`src/mtc_cfg.svh`:
```
`ifndef MTC_CFG_SVH
`define MTC_CFG_SVH

// ----------------------------------------
// register byte offsets
// ----------------------------------------
`define MTC_OFS_CTRL      8'h00
`define MTC_OFS_SRC       8'h04
`define MTC_OFS_LEVEL     8'h08
`define MTC_OFS_HYST      8'h0C
`define MTC_OFS_DELAY     8'h10
`define MTC_OFS_AUTODLY   8'h14
`define MTC_OFS_HOLDOFF   8'h18
`define MTC_OFS_DROPOUT   8'h1C
`define MTC_OFS_COUNT     8'h20
`define MTC_OFS_CMD       8'h24
`define MTC_OFS_STATUS    8'h28
`define MTC_OFS_UNIT      8'h2C
`define MTC_OFS_ERROR     8'h30

// ----------------------------------------
// field positions
// ----------------------------------------
`define MTC_CTRL_CONT     0
`define MTC_CTRL_SLOPE    1
`define MTC_CTRL_AUTO     2
`define MTC_CTRL_MASTER   3
`define MTC_CTRL_HPCT     4
`define MTC_CMD_INIT      0
`define MTC_CMD_ABORT     1
`define MTC_CMD_FORCE     2
`define MTC_CMD_BUSTRG    3
`define MTC_CMD_ERRCLR    4
`define MTC_ERR_TRG       0
`define MTC_ERR_UNIT      1

// ----------------------------------------
// reset values and codes
// ----------------------------------------
`define MTC_RST_COUNT     16'h0001
`define MTC_ERR_TRG_CODE  16'hFF2D
`define MTC_ERR_UNIT_CODE 16'h001A
`define MTC_RESP_OKAY     2'h0
`define MTC_RESP_SLVERR   2'h2
`define MTC_MEAS_NS       1000
`define MTC_CLK_NS        50
`define MTC_MEAS_CYC      ((`MTC_MEAS_NS + `MTC_CLK_NS - 1) / `MTC_CLK_NS)

`endif

```
`src/mtc_pkg.sv`:
```
package mtc_pkg;
	typedef enum logic [2:0] {
		MTC_IDLE     = 3'b000,
		MTC_INIT     = 3'b001,
		MTC_WAIT     = 3'b010,
		MTC_DELAY    = 3'b011,
		MTC_MEASURE  = 3'b100
	} mtc_state_t;

	typedef enum logic [2:0] {
		MTC_SRC_BUS  = 3'b000,
		MTC_SRC_EXT  = 3'b001,
		MTC_SRC_HOLD = 3'b010,
		MTC_SRC_IMM  = 3'b011,
		MTC_SRC_INT  = 3'b100
	} mtc_src_t;

	typedef enum logic [1:0] {
		MTC_PWR_DBM  = 2'b00,
		MTC_PWR_W    = 2'b01,
		MTC_PWR_DBUV = 2'b10
	} mtc_pwr_unit_t;

	typedef enum logic [1:0] {
		MTC_RAT_DB   = 2'b00,
		MTC_RAT_DPCT = 2'b01,
		MTC_RAT_O    = 2'b10
	} mtc_rat_unit_t;
endpackage

```
`src/mtc_edge_if.sv`:
```
interface mtc_edge_if #(parameter int W = 16);
	logic [W-1:0] level;
	logic [W-1:0] hyst;
	logic         slope_neg;
	logic         armed;
	logic         edge_hit;
	modport det (input level, hyst, slope_neg, output armed, edge_hit);
	modport ctl (output level, hyst, slope_neg, input armed, edge_hit);
endinterface

```
`src/mtc_edge_det.sv`:
```
`include "mtc_cfg.svh"

module mtc_edge_det #(
	parameter int W = 16
) (
	// clock and reset
	input  wire logic         i_clk,
	input  wire logic         i_arst_n,
	// measured power sample
	input  wire logic [W-1:0] i_power,
	// settings and result
	mtc_edge_if.det           e
);
	initial begin
		if (W < 2)
			$error("mtc_edge_det: bad W");
	end

	logic         above;
	logic [W:0]   lo_thr;
	logic [W:0]   hi_thr;
	logic         armed_q;

	// band below level for rising, above for falling
	assign lo_thr = {1'b0, e.level} - {1'b0, e.hyst};
	assign hi_thr = {1'b0, e.level} + {1'b0, e.hyst};
	assign above  = i_power > e.level;

	// --------------------------------
	// re-arm after leaving the band
	// --------------------------------
	always_ff @(posedge i_clk or negedge i_arst_n) begin
		if (!i_arst_n) begin
			armed_q <= 1'b0;
		end else if (e.edge_hit) begin
			armed_q <= 1'b0;
		end else if (!e.slope_neg) begin
			if (lo_thr[W] || {1'b0, i_power} < lo_thr)
				armed_q <= 1'b1;
		end else if ({1'b0, i_power} > hi_thr) begin
			armed_q <= 1'b1;
		end
	end

	// --------------------------------
	// crossing detection
	// --------------------------------
	always_comb begin
		e.edge_hit = armed_q && (e.slope_neg ? (i_power < e.level) : above);
	end
	assign e.armed = armed_q;
endmodule

```
`src/mtc_trigger.sv`:
```
// ----------------------------------------
// Overview of operation
// - after a trigger event wait the programmed delay before measuring.
// - auto delay waits a settle time; a longer programmed delay wins.
// - internal source: no retrigger until drop-out time after falling below.
// - ignore all source trigger events during hold-off after an accepted one; force still ends wait.
// - new edge needs signal past level by hysteresis, in dB or percent.
// - force trigger moves awaiting-trigger to measuring, any source.
// - forced trigger skips programmed delay but keeps auto settle delay.
// - force trigger outside awaiting-trigger is ignored and flags error -211.
// - internal trigger on rising above level (positive) or below (negative).
// - trigger master drives hardware trigger output on each accepted event.
// - rising edge for positive slope, falling edge for negative slope.
// - bus source triggers only from force or bus trigger command.
// - external source triggers on selected connector edge; force ends wait.
// - immediate source passes awaiting-trigger straight to measuring.
// - hold source measures only on force trigger command.
// - internal: measure after delay once level crossed; force ends wait.
// - power unit (dBm, W, dBuV; default dBm) governs power values.
// - ratio unit default dB; refused with error 26 for SWR-type compute.
// - cycle runs idle, initiated, awaiting, measuring; then idle or initiated.
// - abort returns to idle at once and stops measuring.
// - perform the configured count of measurement cycles per initiation.
// ----------------------------------------
//
// The AXI4-Lite interface to the registers and the register addresses were chosen for this implementation.
`include "mtc_cfg.svh"

module mtc_trigger #(
	parameter int W        = 16,
	parameter int TW       = 32,
	parameter int MEAS_CYC = `MTC_MEAS_CYC
) (
	// clock and reset
	input  wire logic          i_clk,
	input  wire logic          i_arst_n,
	// measured signal and trigger line
	input  wire logic [W-1:0]  i_power,
	input  wire logic          i_ext_trig,
	input  wire logic          i_swr_compute,
	// trigger master output and status
	output logic               o_trig_out,
	output logic               o_measuring,
	output logic               o_meas_done,
	// axi4-lite write address
	input  wire logic [7:0]    i_awaddr,
	input  wire logic          i_awvalid,
	output logic               o_awready,
	// axi4-lite write data
	input  wire logic [31:0]   i_wdata,
	input  wire logic [3:0]    i_wstrb,
	input  wire logic          i_wvalid,
	output logic               o_wready,
	// axi4-lite write response
	output logic [1:0]         o_bresp,
	output logic               o_bvalid,
	input  wire logic          i_bready,
	// axi4-lite read address
	input  wire logic [7:0]    i_araddr,
	input  wire logic          i_arvalid,
	output logic               o_arready,
	// axi4-lite read data
	output logic [31:0]        o_rdata,
	output logic [1:0]         o_rresp,
	output logic               o_rvalid,
	input  wire logic          i_rready
);
	initial begin
		if (W < 2 || W > 32 || TW < 2 || TW > 32 || MEAS_CYC < 1)
			$error("mtc_trigger: bad parameter");
	end

	// --------------------------------
	// registers
	// --------------------------------
	logic [4:0]                   ctrl_q;
	mtc_pkg::mtc_src_t            src_q;
	logic [W-1:0]                 level_q;
	logic [W-1:0]                 hyst_q;
	logic [TW-1:0]                delay_q;
	logic [TW-1:0]                autodly_q;
	logic [TW-1:0]                holdoff_q;
	logic [TW-1:0]                dropout_q;
	logic [15:0]                  count_q;
	mtc_pkg::mtc_pwr_unit_t       pwr_unit_q;
	mtc_pkg::mtc_rat_unit_t       rat_unit_q;
	logic [1:0]                   err_q;
	mtc_pkg::mtc_state_t          state_q;
	logic [TW-1:0]                dly_cnt_q;
	logic [TW-1:0]                hold_cnt_q;
	logic [TW-1:0]                drop_cnt_q;
	logic [15:0]                  cyc_left_q;
	logic [15:0]                  meas_cnt_q;
	logic                         ext_q;
	logic                         was_above_q;

	// --------------------------------
	// axi4-lite slave
	// --------------------------------
	logic        aw_hold_q;
	logic        w_hold_q;
	logic [7:0]  awaddr_q;
	logic [31:0] wdata_q;
	logic [3:0]  wstrb_q;
	logic        wr_go;
	logic        wr_ok;
	logic        rd_ok;
	logic [31:0] rd_val;

	assign o_awready = !aw_hold_q && !o_bvalid;
	assign o_wready  = !w_hold_q && !o_bvalid;
	assign o_arready = !o_rvalid;
	assign wr_go     = aw_hold_q && w_hold_q && !o_bvalid;

	always_ff @(posedge i_clk or negedge i_arst_n) begin
		if (!i_arst_n) begin
			aw_hold_q <= 1'b0;
			w_hold_q  <= 1'b0;
			awaddr_q  <= 8'h00;
			wdata_q   <= 32'h0000_0000;
			wstrb_q   <= 4'h0;
			o_bvalid  <= 1'b0;
			o_bresp   <= `MTC_RESP_OKAY;
		end else begin
			if (i_awvalid && o_awready) begin
				aw_hold_q <= 1'b1;
				awaddr_q  <= i_awaddr;
			end
			if (i_wvalid && o_wready) begin
				w_hold_q <= 1'b1;
				wdata_q  <= i_wdata;
				wstrb_q  <= i_wstrb;
			end
			if (wr_go) begin
				aw_hold_q <= 1'b0;
				w_hold_q  <= 1'b0;
				o_bvalid  <= 1'b1;
				o_bresp   <= wr_ok ? `MTC_RESP_OKAY : `MTC_RESP_SLVERR;
			end else if (o_bvalid && i_bready) begin
				o_bvalid <= 1'b0;
			end
		end
	end

	// write decode; lane 0 gates every field, wide ones included
	logic sel_ctrl, sel_src, sel_lvl, sel_hys, sel_dly, sel_ad, sel_ho, sel_do;
	logic sel_cnt, sel_cmd, sel_unit;
	always_comb begin
		{sel_ctrl, sel_src, sel_lvl, sel_hys, sel_dly, sel_ad} = 6'h00;
		{sel_ho, sel_do, sel_cnt, sel_cmd, sel_unit} = 5'h00;
		wr_ok = 1'b1;
		if (awaddr_q == `MTC_OFS_CTRL) sel_ctrl = 1'b1;
		else if (awaddr_q == `MTC_OFS_SRC) sel_src = 1'b1;
		else if (awaddr_q == `MTC_OFS_LEVEL) sel_lvl = 1'b1;
		else if (awaddr_q == `MTC_OFS_HYST) sel_hys = 1'b1;
		else if (awaddr_q == `MTC_OFS_DELAY) sel_dly = 1'b1;
		else if (awaddr_q == `MTC_OFS_AUTODLY) sel_ad = 1'b1;
		else if (awaddr_q == `MTC_OFS_HOLDOFF) sel_ho = 1'b1;
		else if (awaddr_q == `MTC_OFS_DROPOUT) sel_do = 1'b1;
		else if (awaddr_q == `MTC_OFS_COUNT) sel_cnt = 1'b1;
		else if (awaddr_q == `MTC_OFS_CMD) sel_cmd = 1'b1;
		else if (awaddr_q == `MTC_OFS_UNIT) sel_unit = 1'b1;
		else if (awaddr_q != `MTC_OFS_STATUS && awaddr_q != `MTC_OFS_ERROR) wr_ok = 1'b0;
		if (!wstrb_q[0]) begin
			{sel_ctrl, sel_src, sel_lvl, sel_hys, sel_dly, sel_ad} = 6'h00;
			{sel_ho, sel_do, sel_cnt, sel_cmd, sel_unit} = 5'h00;
		end
	end

	logic cmd_init, cmd_abort, cmd_force, cmd_bus, cmd_errclr, unit_refused;
	assign cmd_init   = wr_go && sel_cmd && wdata_q[`MTC_CMD_INIT];
	assign cmd_abort  = wr_go && sel_cmd && wdata_q[`MTC_CMD_ABORT];
	assign cmd_force  = wr_go && sel_cmd && wdata_q[`MTC_CMD_FORCE];
	assign cmd_bus    = wr_go && sel_cmd && wdata_q[`MTC_CMD_BUSTRG];
	assign cmd_errclr = wr_go && sel_cmd && wdata_q[`MTC_CMD_ERRCLR];
	assign unit_refused = wr_go && sel_unit && i_swr_compute
		&& (wdata_q[3:2] != rat_unit_q);

	always_ff @(posedge i_clk or negedge i_arst_n) begin
		if (!i_arst_n) begin
			ctrl_q     <= 5'h00;
			src_q      <= mtc_pkg::MTC_SRC_IMM;
			level_q    <= '0;
			hyst_q     <= '0;
			delay_q    <= '0;
			autodly_q  <= '0;
			holdoff_q  <= '0;
			dropout_q  <= '0;
			count_q    <= `MTC_RST_COUNT;
			pwr_unit_q <= mtc_pkg::MTC_PWR_DBM;
			rat_unit_q <= mtc_pkg::MTC_RAT_DB;
		end else if (wr_go) begin
			if (sel_ctrl) ctrl_q <= wdata_q[4:0];
			if (sel_src && wdata_q[2:0] <= 3'h4) src_q <= mtc_pkg::mtc_src_t'(wdata_q[2:0]);
			if (sel_lvl) level_q <= wdata_q[W-1:0];
			if (sel_hys) hyst_q <= wdata_q[W-1:0];
			if (sel_dly) delay_q <= wdata_q[TW-1:0];
			if (sel_ad) autodly_q <= wdata_q[TW-1:0];
			if (sel_ho) holdoff_q <= wdata_q[TW-1:0];
			if (sel_do) dropout_q <= wdata_q[TW-1:0];
			if (sel_cnt && wdata_q[15:0] != 16'h0000) count_q <= wdata_q[15:0];
			if (sel_unit && wdata_q[1:0] != 2'h3)
				pwr_unit_q <= mtc_pkg::mtc_pwr_unit_t'(wdata_q[1:0]);
			if (sel_unit && !unit_refused && wdata_q[3:2] != 2'h3)
				rat_unit_q <= mtc_pkg::mtc_rat_unit_t'(wdata_q[3:2]);
		end
	end

	// --------------------------------
	// edge detection
	// --------------------------------
	mtc_edge_if #(.W(W)) edge_bus ();
	logic [W-1:0] hyst_abs;
	logic [W+7:0] pct_prod;

	// percent band: level*hyst/128, coarse but cheap
	assign pct_prod  = level_q * hyst_q[7:0];
	assign hyst_abs  = ctrl_q[`MTC_CTRL_HPCT] ? pct_prod[W+6:7] : hyst_q;
	assign edge_bus.level     = level_q;
	assign edge_bus.hyst      = hyst_abs;
	assign edge_bus.slope_neg = ctrl_q[`MTC_CTRL_SLOPE];

	mtc_edge_det #(.W(W)) u_edge (
		.i_clk    (i_clk),
		.i_arst_n (i_arst_n),
		.i_power  (i_power),
		.e        (edge_bus)
	);

	// --------------------------------
	// event qualification
	// --------------------------------
	logic ext_edge, int_evt, src_evt, accept, force_ok, imm_go;
	logic [TW-1:0] eff_dly;

	assign ext_edge = ctrl_q[`MTC_CTRL_SLOPE] ? (ext_q && !i_ext_trig)
		: (!ext_q && i_ext_trig);
	assign int_evt  = edge_bus.edge_hit && (drop_cnt_q == '0);
	always_comb begin
		case (src_q)
			mtc_pkg::MTC_SRC_EXT: src_evt = ext_edge;
			mtc_pkg::MTC_SRC_INT: src_evt = int_evt;
			mtc_pkg::MTC_SRC_BUS: src_evt = cmd_bus;
			default:              src_evt = 1'b0;
		endcase
	end
	assign accept   = state_q == mtc_pkg::MTC_WAIT && src_evt && hold_cnt_q == '0;
	assign force_ok = state_q == mtc_pkg::MTC_WAIT && cmd_force;
	assign imm_go   = state_q == mtc_pkg::MTC_WAIT && src_q == mtc_pkg::MTC_SRC_IMM;
	assign eff_dly  = (ctrl_q[`MTC_CTRL_AUTO] && autodly_q > delay_q)
		? autodly_q : delay_q;

	always_ff @(posedge i_clk or negedge i_arst_n) begin
		if (!i_arst_n) begin
			ext_q       <= 1'b0;
			was_above_q <= 1'b0;
			drop_cnt_q  <= '0;
		end else begin
			ext_q       <= i_ext_trig;
			was_above_q <= i_power > level_q;
			if (was_above_q && !(i_power > level_q))
				drop_cnt_q <= dropout_q;
			else if (drop_cnt_q != '0)
				drop_cnt_q <= drop_cnt_q - 1'b1;
		end
	end

	always_ff @(posedge i_clk or negedge i_arst_n) begin
		if (!i_arst_n)
			hold_cnt_q <= '0;
		else if (accept)
			hold_cnt_q <= holdoff_q;
		else if (hold_cnt_q != '0)
			hold_cnt_q <= hold_cnt_q - 1'b1;
	end

	// master pulse, one cycle per accepted event
	always_ff @(posedge i_clk or negedge i_arst_n) begin
		if (!i_arst_n)
			o_trig_out <= 1'b0;
		else
			o_trig_out <= ctrl_q[`MTC_CTRL_MASTER] && accept;
	end

	// --------------------------------
	// measurement cycle
	// --------------------------------
	always_ff @(posedge i_clk or negedge i_arst_n) begin
		if (!i_arst_n) begin
			state_q    <= mtc_pkg::MTC_IDLE;
			dly_cnt_q  <= '0;
			cyc_left_q <= 16'h0000;
			meas_cnt_q <= 16'h0000;
		end else if (cmd_abort) begin
			state_q <= mtc_pkg::MTC_IDLE;
		end else begin
			case (state_q)
				mtc_pkg::MTC_IDLE: begin
					if (cmd_init || ctrl_q[`MTC_CTRL_CONT]) begin
						state_q    <= mtc_pkg::MTC_INIT;
						cyc_left_q <= count_q;
					end
				end
				mtc_pkg::MTC_INIT: state_q <= mtc_pkg::MTC_WAIT;
				mtc_pkg::MTC_WAIT: begin
					if (force_ok) begin
						dly_cnt_q <= ctrl_q[`MTC_CTRL_AUTO] ? autodly_q : '0;
						state_q   <= mtc_pkg::MTC_DELAY;
					end else if (accept) begin
						dly_cnt_q <= eff_dly;
						state_q   <= mtc_pkg::MTC_DELAY;
					end else if (imm_go) begin
						dly_cnt_q <= '0;
						state_q   <= mtc_pkg::MTC_DELAY;
					end
				end
				mtc_pkg::MTC_DELAY: begin
					if (dly_cnt_q == '0) begin
						state_q    <= mtc_pkg::MTC_MEASURE;
						meas_cnt_q <= 16'(MEAS_CYC - 1);
					end else begin
						dly_cnt_q <= dly_cnt_q - 1'b1;
					end
				end
				mtc_pkg::MTC_MEASURE: begin
					if (meas_cnt_q != 16'h0000) begin
						meas_cnt_q <= meas_cnt_q - 1'b1;
					end else if (cyc_left_q > 16'h0001) begin
						cyc_left_q <= cyc_left_q - 1'b1;
						state_q    <= mtc_pkg::MTC_WAIT;
					end else begin
						state_q <= ctrl_q[`MTC_CTRL_CONT] ? mtc_pkg::MTC_INIT
							: mtc_pkg::MTC_IDLE;
						cyc_left_q <= count_q;
					end
				end
				default: state_q <= mtc_pkg::MTC_IDLE;
			endcase
		end
	end

	always_ff @(posedge i_clk or negedge i_arst_n) begin
		if (!i_arst_n) begin
			o_measuring <= 1'b0;
			o_meas_done <= 1'b0;
		end else begin
			o_measuring <= state_q == mtc_pkg::MTC_MEASURE && !cmd_abort;
			o_meas_done <= state_q == mtc_pkg::MTC_MEASURE && meas_cnt_q == 16'h0000
				&& !cmd_abort;
		end
	end

	// error flags: set wins over clear
	always_ff @(posedge i_clk or negedge i_arst_n) begin
		if (!i_arst_n)
			err_q <= 2'b00;
		else begin
			if (cmd_errclr)
				err_q <= 2'b00;
			if (cmd_force && state_q != mtc_pkg::MTC_WAIT)
				err_q[`MTC_ERR_TRG] <= 1'b1;
			if (unit_refused)
				err_q[`MTC_ERR_UNIT] <= 1'b1;
		end
	end

	// --------------------------------
	// read path
	// --------------------------------
	always_comb begin
		rd_val = 32'h0000_0000;
		rd_ok  = 1'b1;
		if (i_araddr == `MTC_OFS_CTRL) rd_val[4:0] = ctrl_q;
		else if (i_araddr == `MTC_OFS_SRC) rd_val[2:0] = src_q;
		else if (i_araddr == `MTC_OFS_LEVEL) rd_val[W-1:0] = level_q;
		else if (i_araddr == `MTC_OFS_HYST) rd_val[W-1:0] = hyst_q;
		else if (i_araddr == `MTC_OFS_DELAY) rd_val[TW-1:0] = delay_q;
		else if (i_araddr == `MTC_OFS_AUTODLY) rd_val[TW-1:0] = autodly_q;
		else if (i_araddr == `MTC_OFS_HOLDOFF) rd_val[TW-1:0] = holdoff_q;
		else if (i_araddr == `MTC_OFS_DROPOUT) rd_val[TW-1:0] = dropout_q;
		else if (i_araddr == `MTC_OFS_COUNT) rd_val[15:0] = count_q;
		else if (i_araddr == `MTC_OFS_CMD) rd_val = 32'h0000_0000;
		else if (i_araddr == `MTC_OFS_STATUS)
			rd_val[19:0] = {cyc_left_q, edge_bus.armed, state_q};
		else if (i_araddr == `MTC_OFS_UNIT) rd_val[3:0] = {rat_unit_q, pwr_unit_q};
		else if (i_araddr == `MTC_OFS_ERROR)
			rd_val = {err_q[`MTC_ERR_UNIT] ? `MTC_ERR_UNIT_CODE : 16'h0000,
				err_q[`MTC_ERR_TRG] ? `MTC_ERR_TRG_CODE : 16'h0000};
		else rd_ok = 1'b0;
	end

	always_ff @(posedge i_clk or negedge i_arst_n) begin
		if (!i_arst_n) begin
			o_rvalid <= 1'b0;
			o_rdata  <= 32'h0000_0000;
			o_rresp  <= `MTC_RESP_OKAY;
		end else if (i_arvalid && o_arready) begin
			o_rvalid <= 1'b1;
			o_rdata  <= rd_val;
			o_rresp  <= rd_ok ? `MTC_RESP_OKAY : `MTC_RESP_SLVERR;
		end else if (o_rvalid && i_rready) begin
			o_rvalid <= 1'b0;
		end
	end
endmodule

```
`config.mk`:
```
export PLATFORM = sky130hd
export DESIGN_NAME = mtc_trigger
export DESIGN_NICKNAME = d
export VERILOG_FILES = /design/src/mtc_pkg.sv /design/src/mtc_edge_if.sv /design/src/mtc_edge_det.sv /design/src/mtc_trigger.sv
export VERILOG_INCLUDE_DIRS = /design/src
export SDC_FILE = /design/constraint.sdc
export NUM_CORES = 1
export LEC_CHECK = 0
export BUFFER_PORTS_ARGS = -buffer_cell sky130_fd_sc_hd__buf_4
export CORE_ASPECT_RATIO = 2
export CORE_MARGIN = 1.5
export CORE_UTILIZATION = 55
export DETAILED_ROUTE_END_ITERATION = 8
export HOLD_SLACK_MARGIN = 0.05
export PLACE_DENSITY = 0.79
export SYNTH_ARGS = -nofsm -noshare
export SYNTH_HDL_FRONTEND = slang
export SYNTH_SLANG_ARGS = --single-unit
export TNS_END_PERCENT = 100
```
`constraint.sdc`:
```
create_clock -name i_clk -period 14.4 [get_ports i_clk]
set_clock_uncertainty 0.15 [all_clocks]
set_input_delay 1.44 -clock i_clk [delete_from_list [all_inputs] [get_ports i_clk]]
set_output_delay 1.44 -clock i_clk [all_outputs]
set_load 0.02 [all_outputs]
```
==> metrics <==
setup tns final 0 ns; Clock transition at path regs ~0.070 ns; Starting Density 55.78%; CTS Hold Buffers Added 0; CP bufs+invs 3; DR iter-0 viols 1642; CP max-delay cell a311oi_1; die height about 320 um; drt drc 0; hold endpoint o_rdata[18]; WS Path Type register to register; gp weighted congestion 0.9642; Worst Path Max Fanout 19; detailed-route wire length per cell 23.42 um; final hold violation count 0; top cells by area, synth dfrtp_1 37%, mux2_2 9.8%, ha_1 7.4%, fa_1 6.2%, nand2_1 3.6%; RSZ-0062 raised after global routing false; Ys Warns 0; nets@finish approximately 3.2k; Largest stage delay, worst path around 0.88 ns; Post-DP HPWL 61510 um; WHS 0.3366 ns; Synth async-reset ratio 100.0%; Seq cells post-synth 406; Final min period 9.149 ns; WL final 82080 um; hold wc startpoint o_rdata[18]; status finished clean; Cell Area, Synth 0.02697 mm2; full die area 0.05046 mm2; Synth Instances between 2k and 3k; worst relative slew slack 9.190%; diode count 0; Critical R2R Launch hyst_q[2]; Leak Pwr 13.67 nW; Reg2Reg Depth 31; TritonCTS Buffers 36; Die W 159.6 um; gr usage total 32.66%; drt pass-1 iters 7; setup violators final 0; fin. max-slew vios 0; HP Class register to register; largest net degree at the start of global routing 135; Avg Synthesized Cell Area 9.667 um2; power per cell area 136.1 mW/mm2; Startpoint Class register; register area share after synthesis about 38%; synth unique cells 87; Avg Vias per Cell 6.348; Post-CTS Resized 0; clk_lat worst skew 0.55 ns; synth cell count leaders 403 x dfrtp_1, 256 x nand2_1, 235 x mux2_2; Clock H-tree levels 2; Area Growth Syn to Fin 9.357%; fin crit share 63.53%; CTS Buffer Depth 3; Hold Crit Depth 1; CP arrival 9.41 ns; r2r setup slk between 5 and 6 ns; global route overflow 0; count leader, synth dfrtp_1; Synth top area share 37.39%; Post CTS Setup Buffer Count 0; fin util between 60% and 70%; critical path's most frequent cell fa_1; vias post-DR about 22k; CTS tree done; root buf cell clkbuf_16; upper clock frequency limit ~0.11 GHz; IO buf count 115; initial antenna violation count 1; vias in the first global route ~23k; maximum vdd drop 110.1 uV; CP delay by family, top compound AO/OA/AOI/OAI gates; R2R Path End u_edge.e.armed; # rows ~110; DRT antenna net count 0; EDFF count, synth 0; share of layout cells above drive strength 1 between 15 and 20%; MaxCap Viol Count 0; WP data required between 10 and 15 ns; first-pass GRT wire length approximately 130000 um; core box area ~0.048 mm2; clock sink count 406; Worst-Margin Slew 1.357 ns; I/O Pins 121; CP endpoint kind register; Primary FF master, synth dfrtp_1; power consumption ~4 mW; post-synth top area cell dfrtp_1
## how the worst max path moves through the flow
stage / start / endpoint / slack [ns] / cells past startpoint
floorplan: hyst_q[7] / u_edge.e.armed / 6.65 / 35
global placement: hyst_q[2] / u_edge.e.armed / 5.33 / 31
detailed placement: hyst_q[2] / u_edge.e.armed / 5.24 / 31
CTS: hyst_q[2] / u_edge.e.armed / 5.19 / 31
global route: hyst_q[2] / u_edge.e.armed / 4.69 / 32
finish: hyst_q[2] / u_edge.e.armed / 5.25 / 31
## cell families (layout without fill, tap and decap cells)
kind of cell | Yosys count | in the layout | share of synthesized area [%]
compound gates | 615 | 615 | 14.64
xor+xnor | 105 | 105 | 3.410
fa+ha+maj | 244 | 244 | 13.66
buf+inv | 336 | 412 | 4.871
flops | 406 | 406 | 37.68
mux | 242 | 242 | 10.07
other cells | 1 | 2 | 0.01390
simple gates | 841 | 841 | 15.65
## power breakdown
part | leakage (nW) | total (mW) | internal (mW) | switching [mW]
clock network | 0.550 | 0.964 | 0.506 | 0.458
logic | 7.74 | 1.32 | 0.585 | 0.740
registers | 5.39 | 1.73 | 1.35 | 0.378
total | 13.7 | 4.01 | 2.44 | 1.58
## layer usage
| metal | up-vias | GRT usage (%) | routed length [um] |
|---|---|---|---|
| met5 | - | 0 | 13 |
| met4 | 2 | 27.87 | 7786 |
| met3 | 344 | 3.872 | 4704 |
| met2 | 970 | 59.40 | 42250 |
| met1 | 11040 | 33.32 | 27320 |
| li1 | 9892 | - | - |
## worst register-to-register path: cells and delay by family, from the launching register on
family                   cells  cell delay (ns)
AO/OA/AOI/OAI               13             3.50
XOR/XNOR                     2             0.24
adder cells (fa/ha/maj)      7             2.96
buffers and inverters        3             0.27
flip-flops                   1             0.87
multiplexers                 1             0.27
AND/OR/NAND/NOR              5             0.77
## cell usage in the layout, fill, tap and decap left out, types with 8 or more instances in the layout
cell,instances
dfrtp_1,403
a22oi_1,33
and3_1,11
a22o_1,13
fa_1,84
ha_1,160
or3_1,27
or2_2,9
nand4_1,20
xnor2_1,74
mux2_2,235
o21a_1,16
inv_1,198
nand3_1,45
nor2_1,192
clkbuf_16,37
nand2_1,256
nand2b_1,20
o21ai_0,153
a31oi_1,15
o21bai_1,9
a21oi_1,185
o31a_1,14
o31ai_1,19
buf_4,146
clkinv_2,11
nor4_1,25
nor3_1,61
a221oi_1,28
o22ai_1,15
nand3b_1,8
nor2b_1,16
a211oi_1,16
or4_1,15
a222oi_1,8
a21o_1,26
o211ai_1,12
xor2_1,31
and2_1,98
## registers in the layout, summed over array words and instances (netlist names), 3 cells and up
| register | count |
|---|---|
| drop_cnt_q | 32 |
| delay_q | 32 |
| meas_cnt_q | 16 |
| hold_cnt_q | 32 |
| autodly_q | 32 |
| wdata_q | 32 |
| edge_bus.level | 16 |
| state_q | 3 |
| dly_cnt_q | 32 |
| o_rdata | 32 |
| holdoff_q | 32 |
| cyc_left_q | 16 |
| count_q | 16 |
| awaddr_q | 8 |
| ctrl_q | 5 |
| dropout_q | 32 |
| src_q | 3 |
| hyst_q | 16 |
## cell type report
type,count,area (um2)
inverter,199,747.0
clock inverter,19,141.4
multi-input combinational,2049,15530
sequential,406,10160
clock buffer,46,979.7
tap,638,798.3
fill,4018,18860
timing repair buffer,148,1131
## through the flow
step | cells | instance area (um2) | setup slack [ns]
2_1_floorplan | 2791 | 26970 | 6.649
3_3_place_gp | 3440 | 28370 | 5.327
3_5_place_dp | 3440 | 28370 | 5.243
4_1_cts | 3505 | 29490 | 5.188
5_1_grt | 3505 | 29490 | 4.688
6_report | 3505 | 29490 | 5.251
Power figures use the tool's default switching activity.
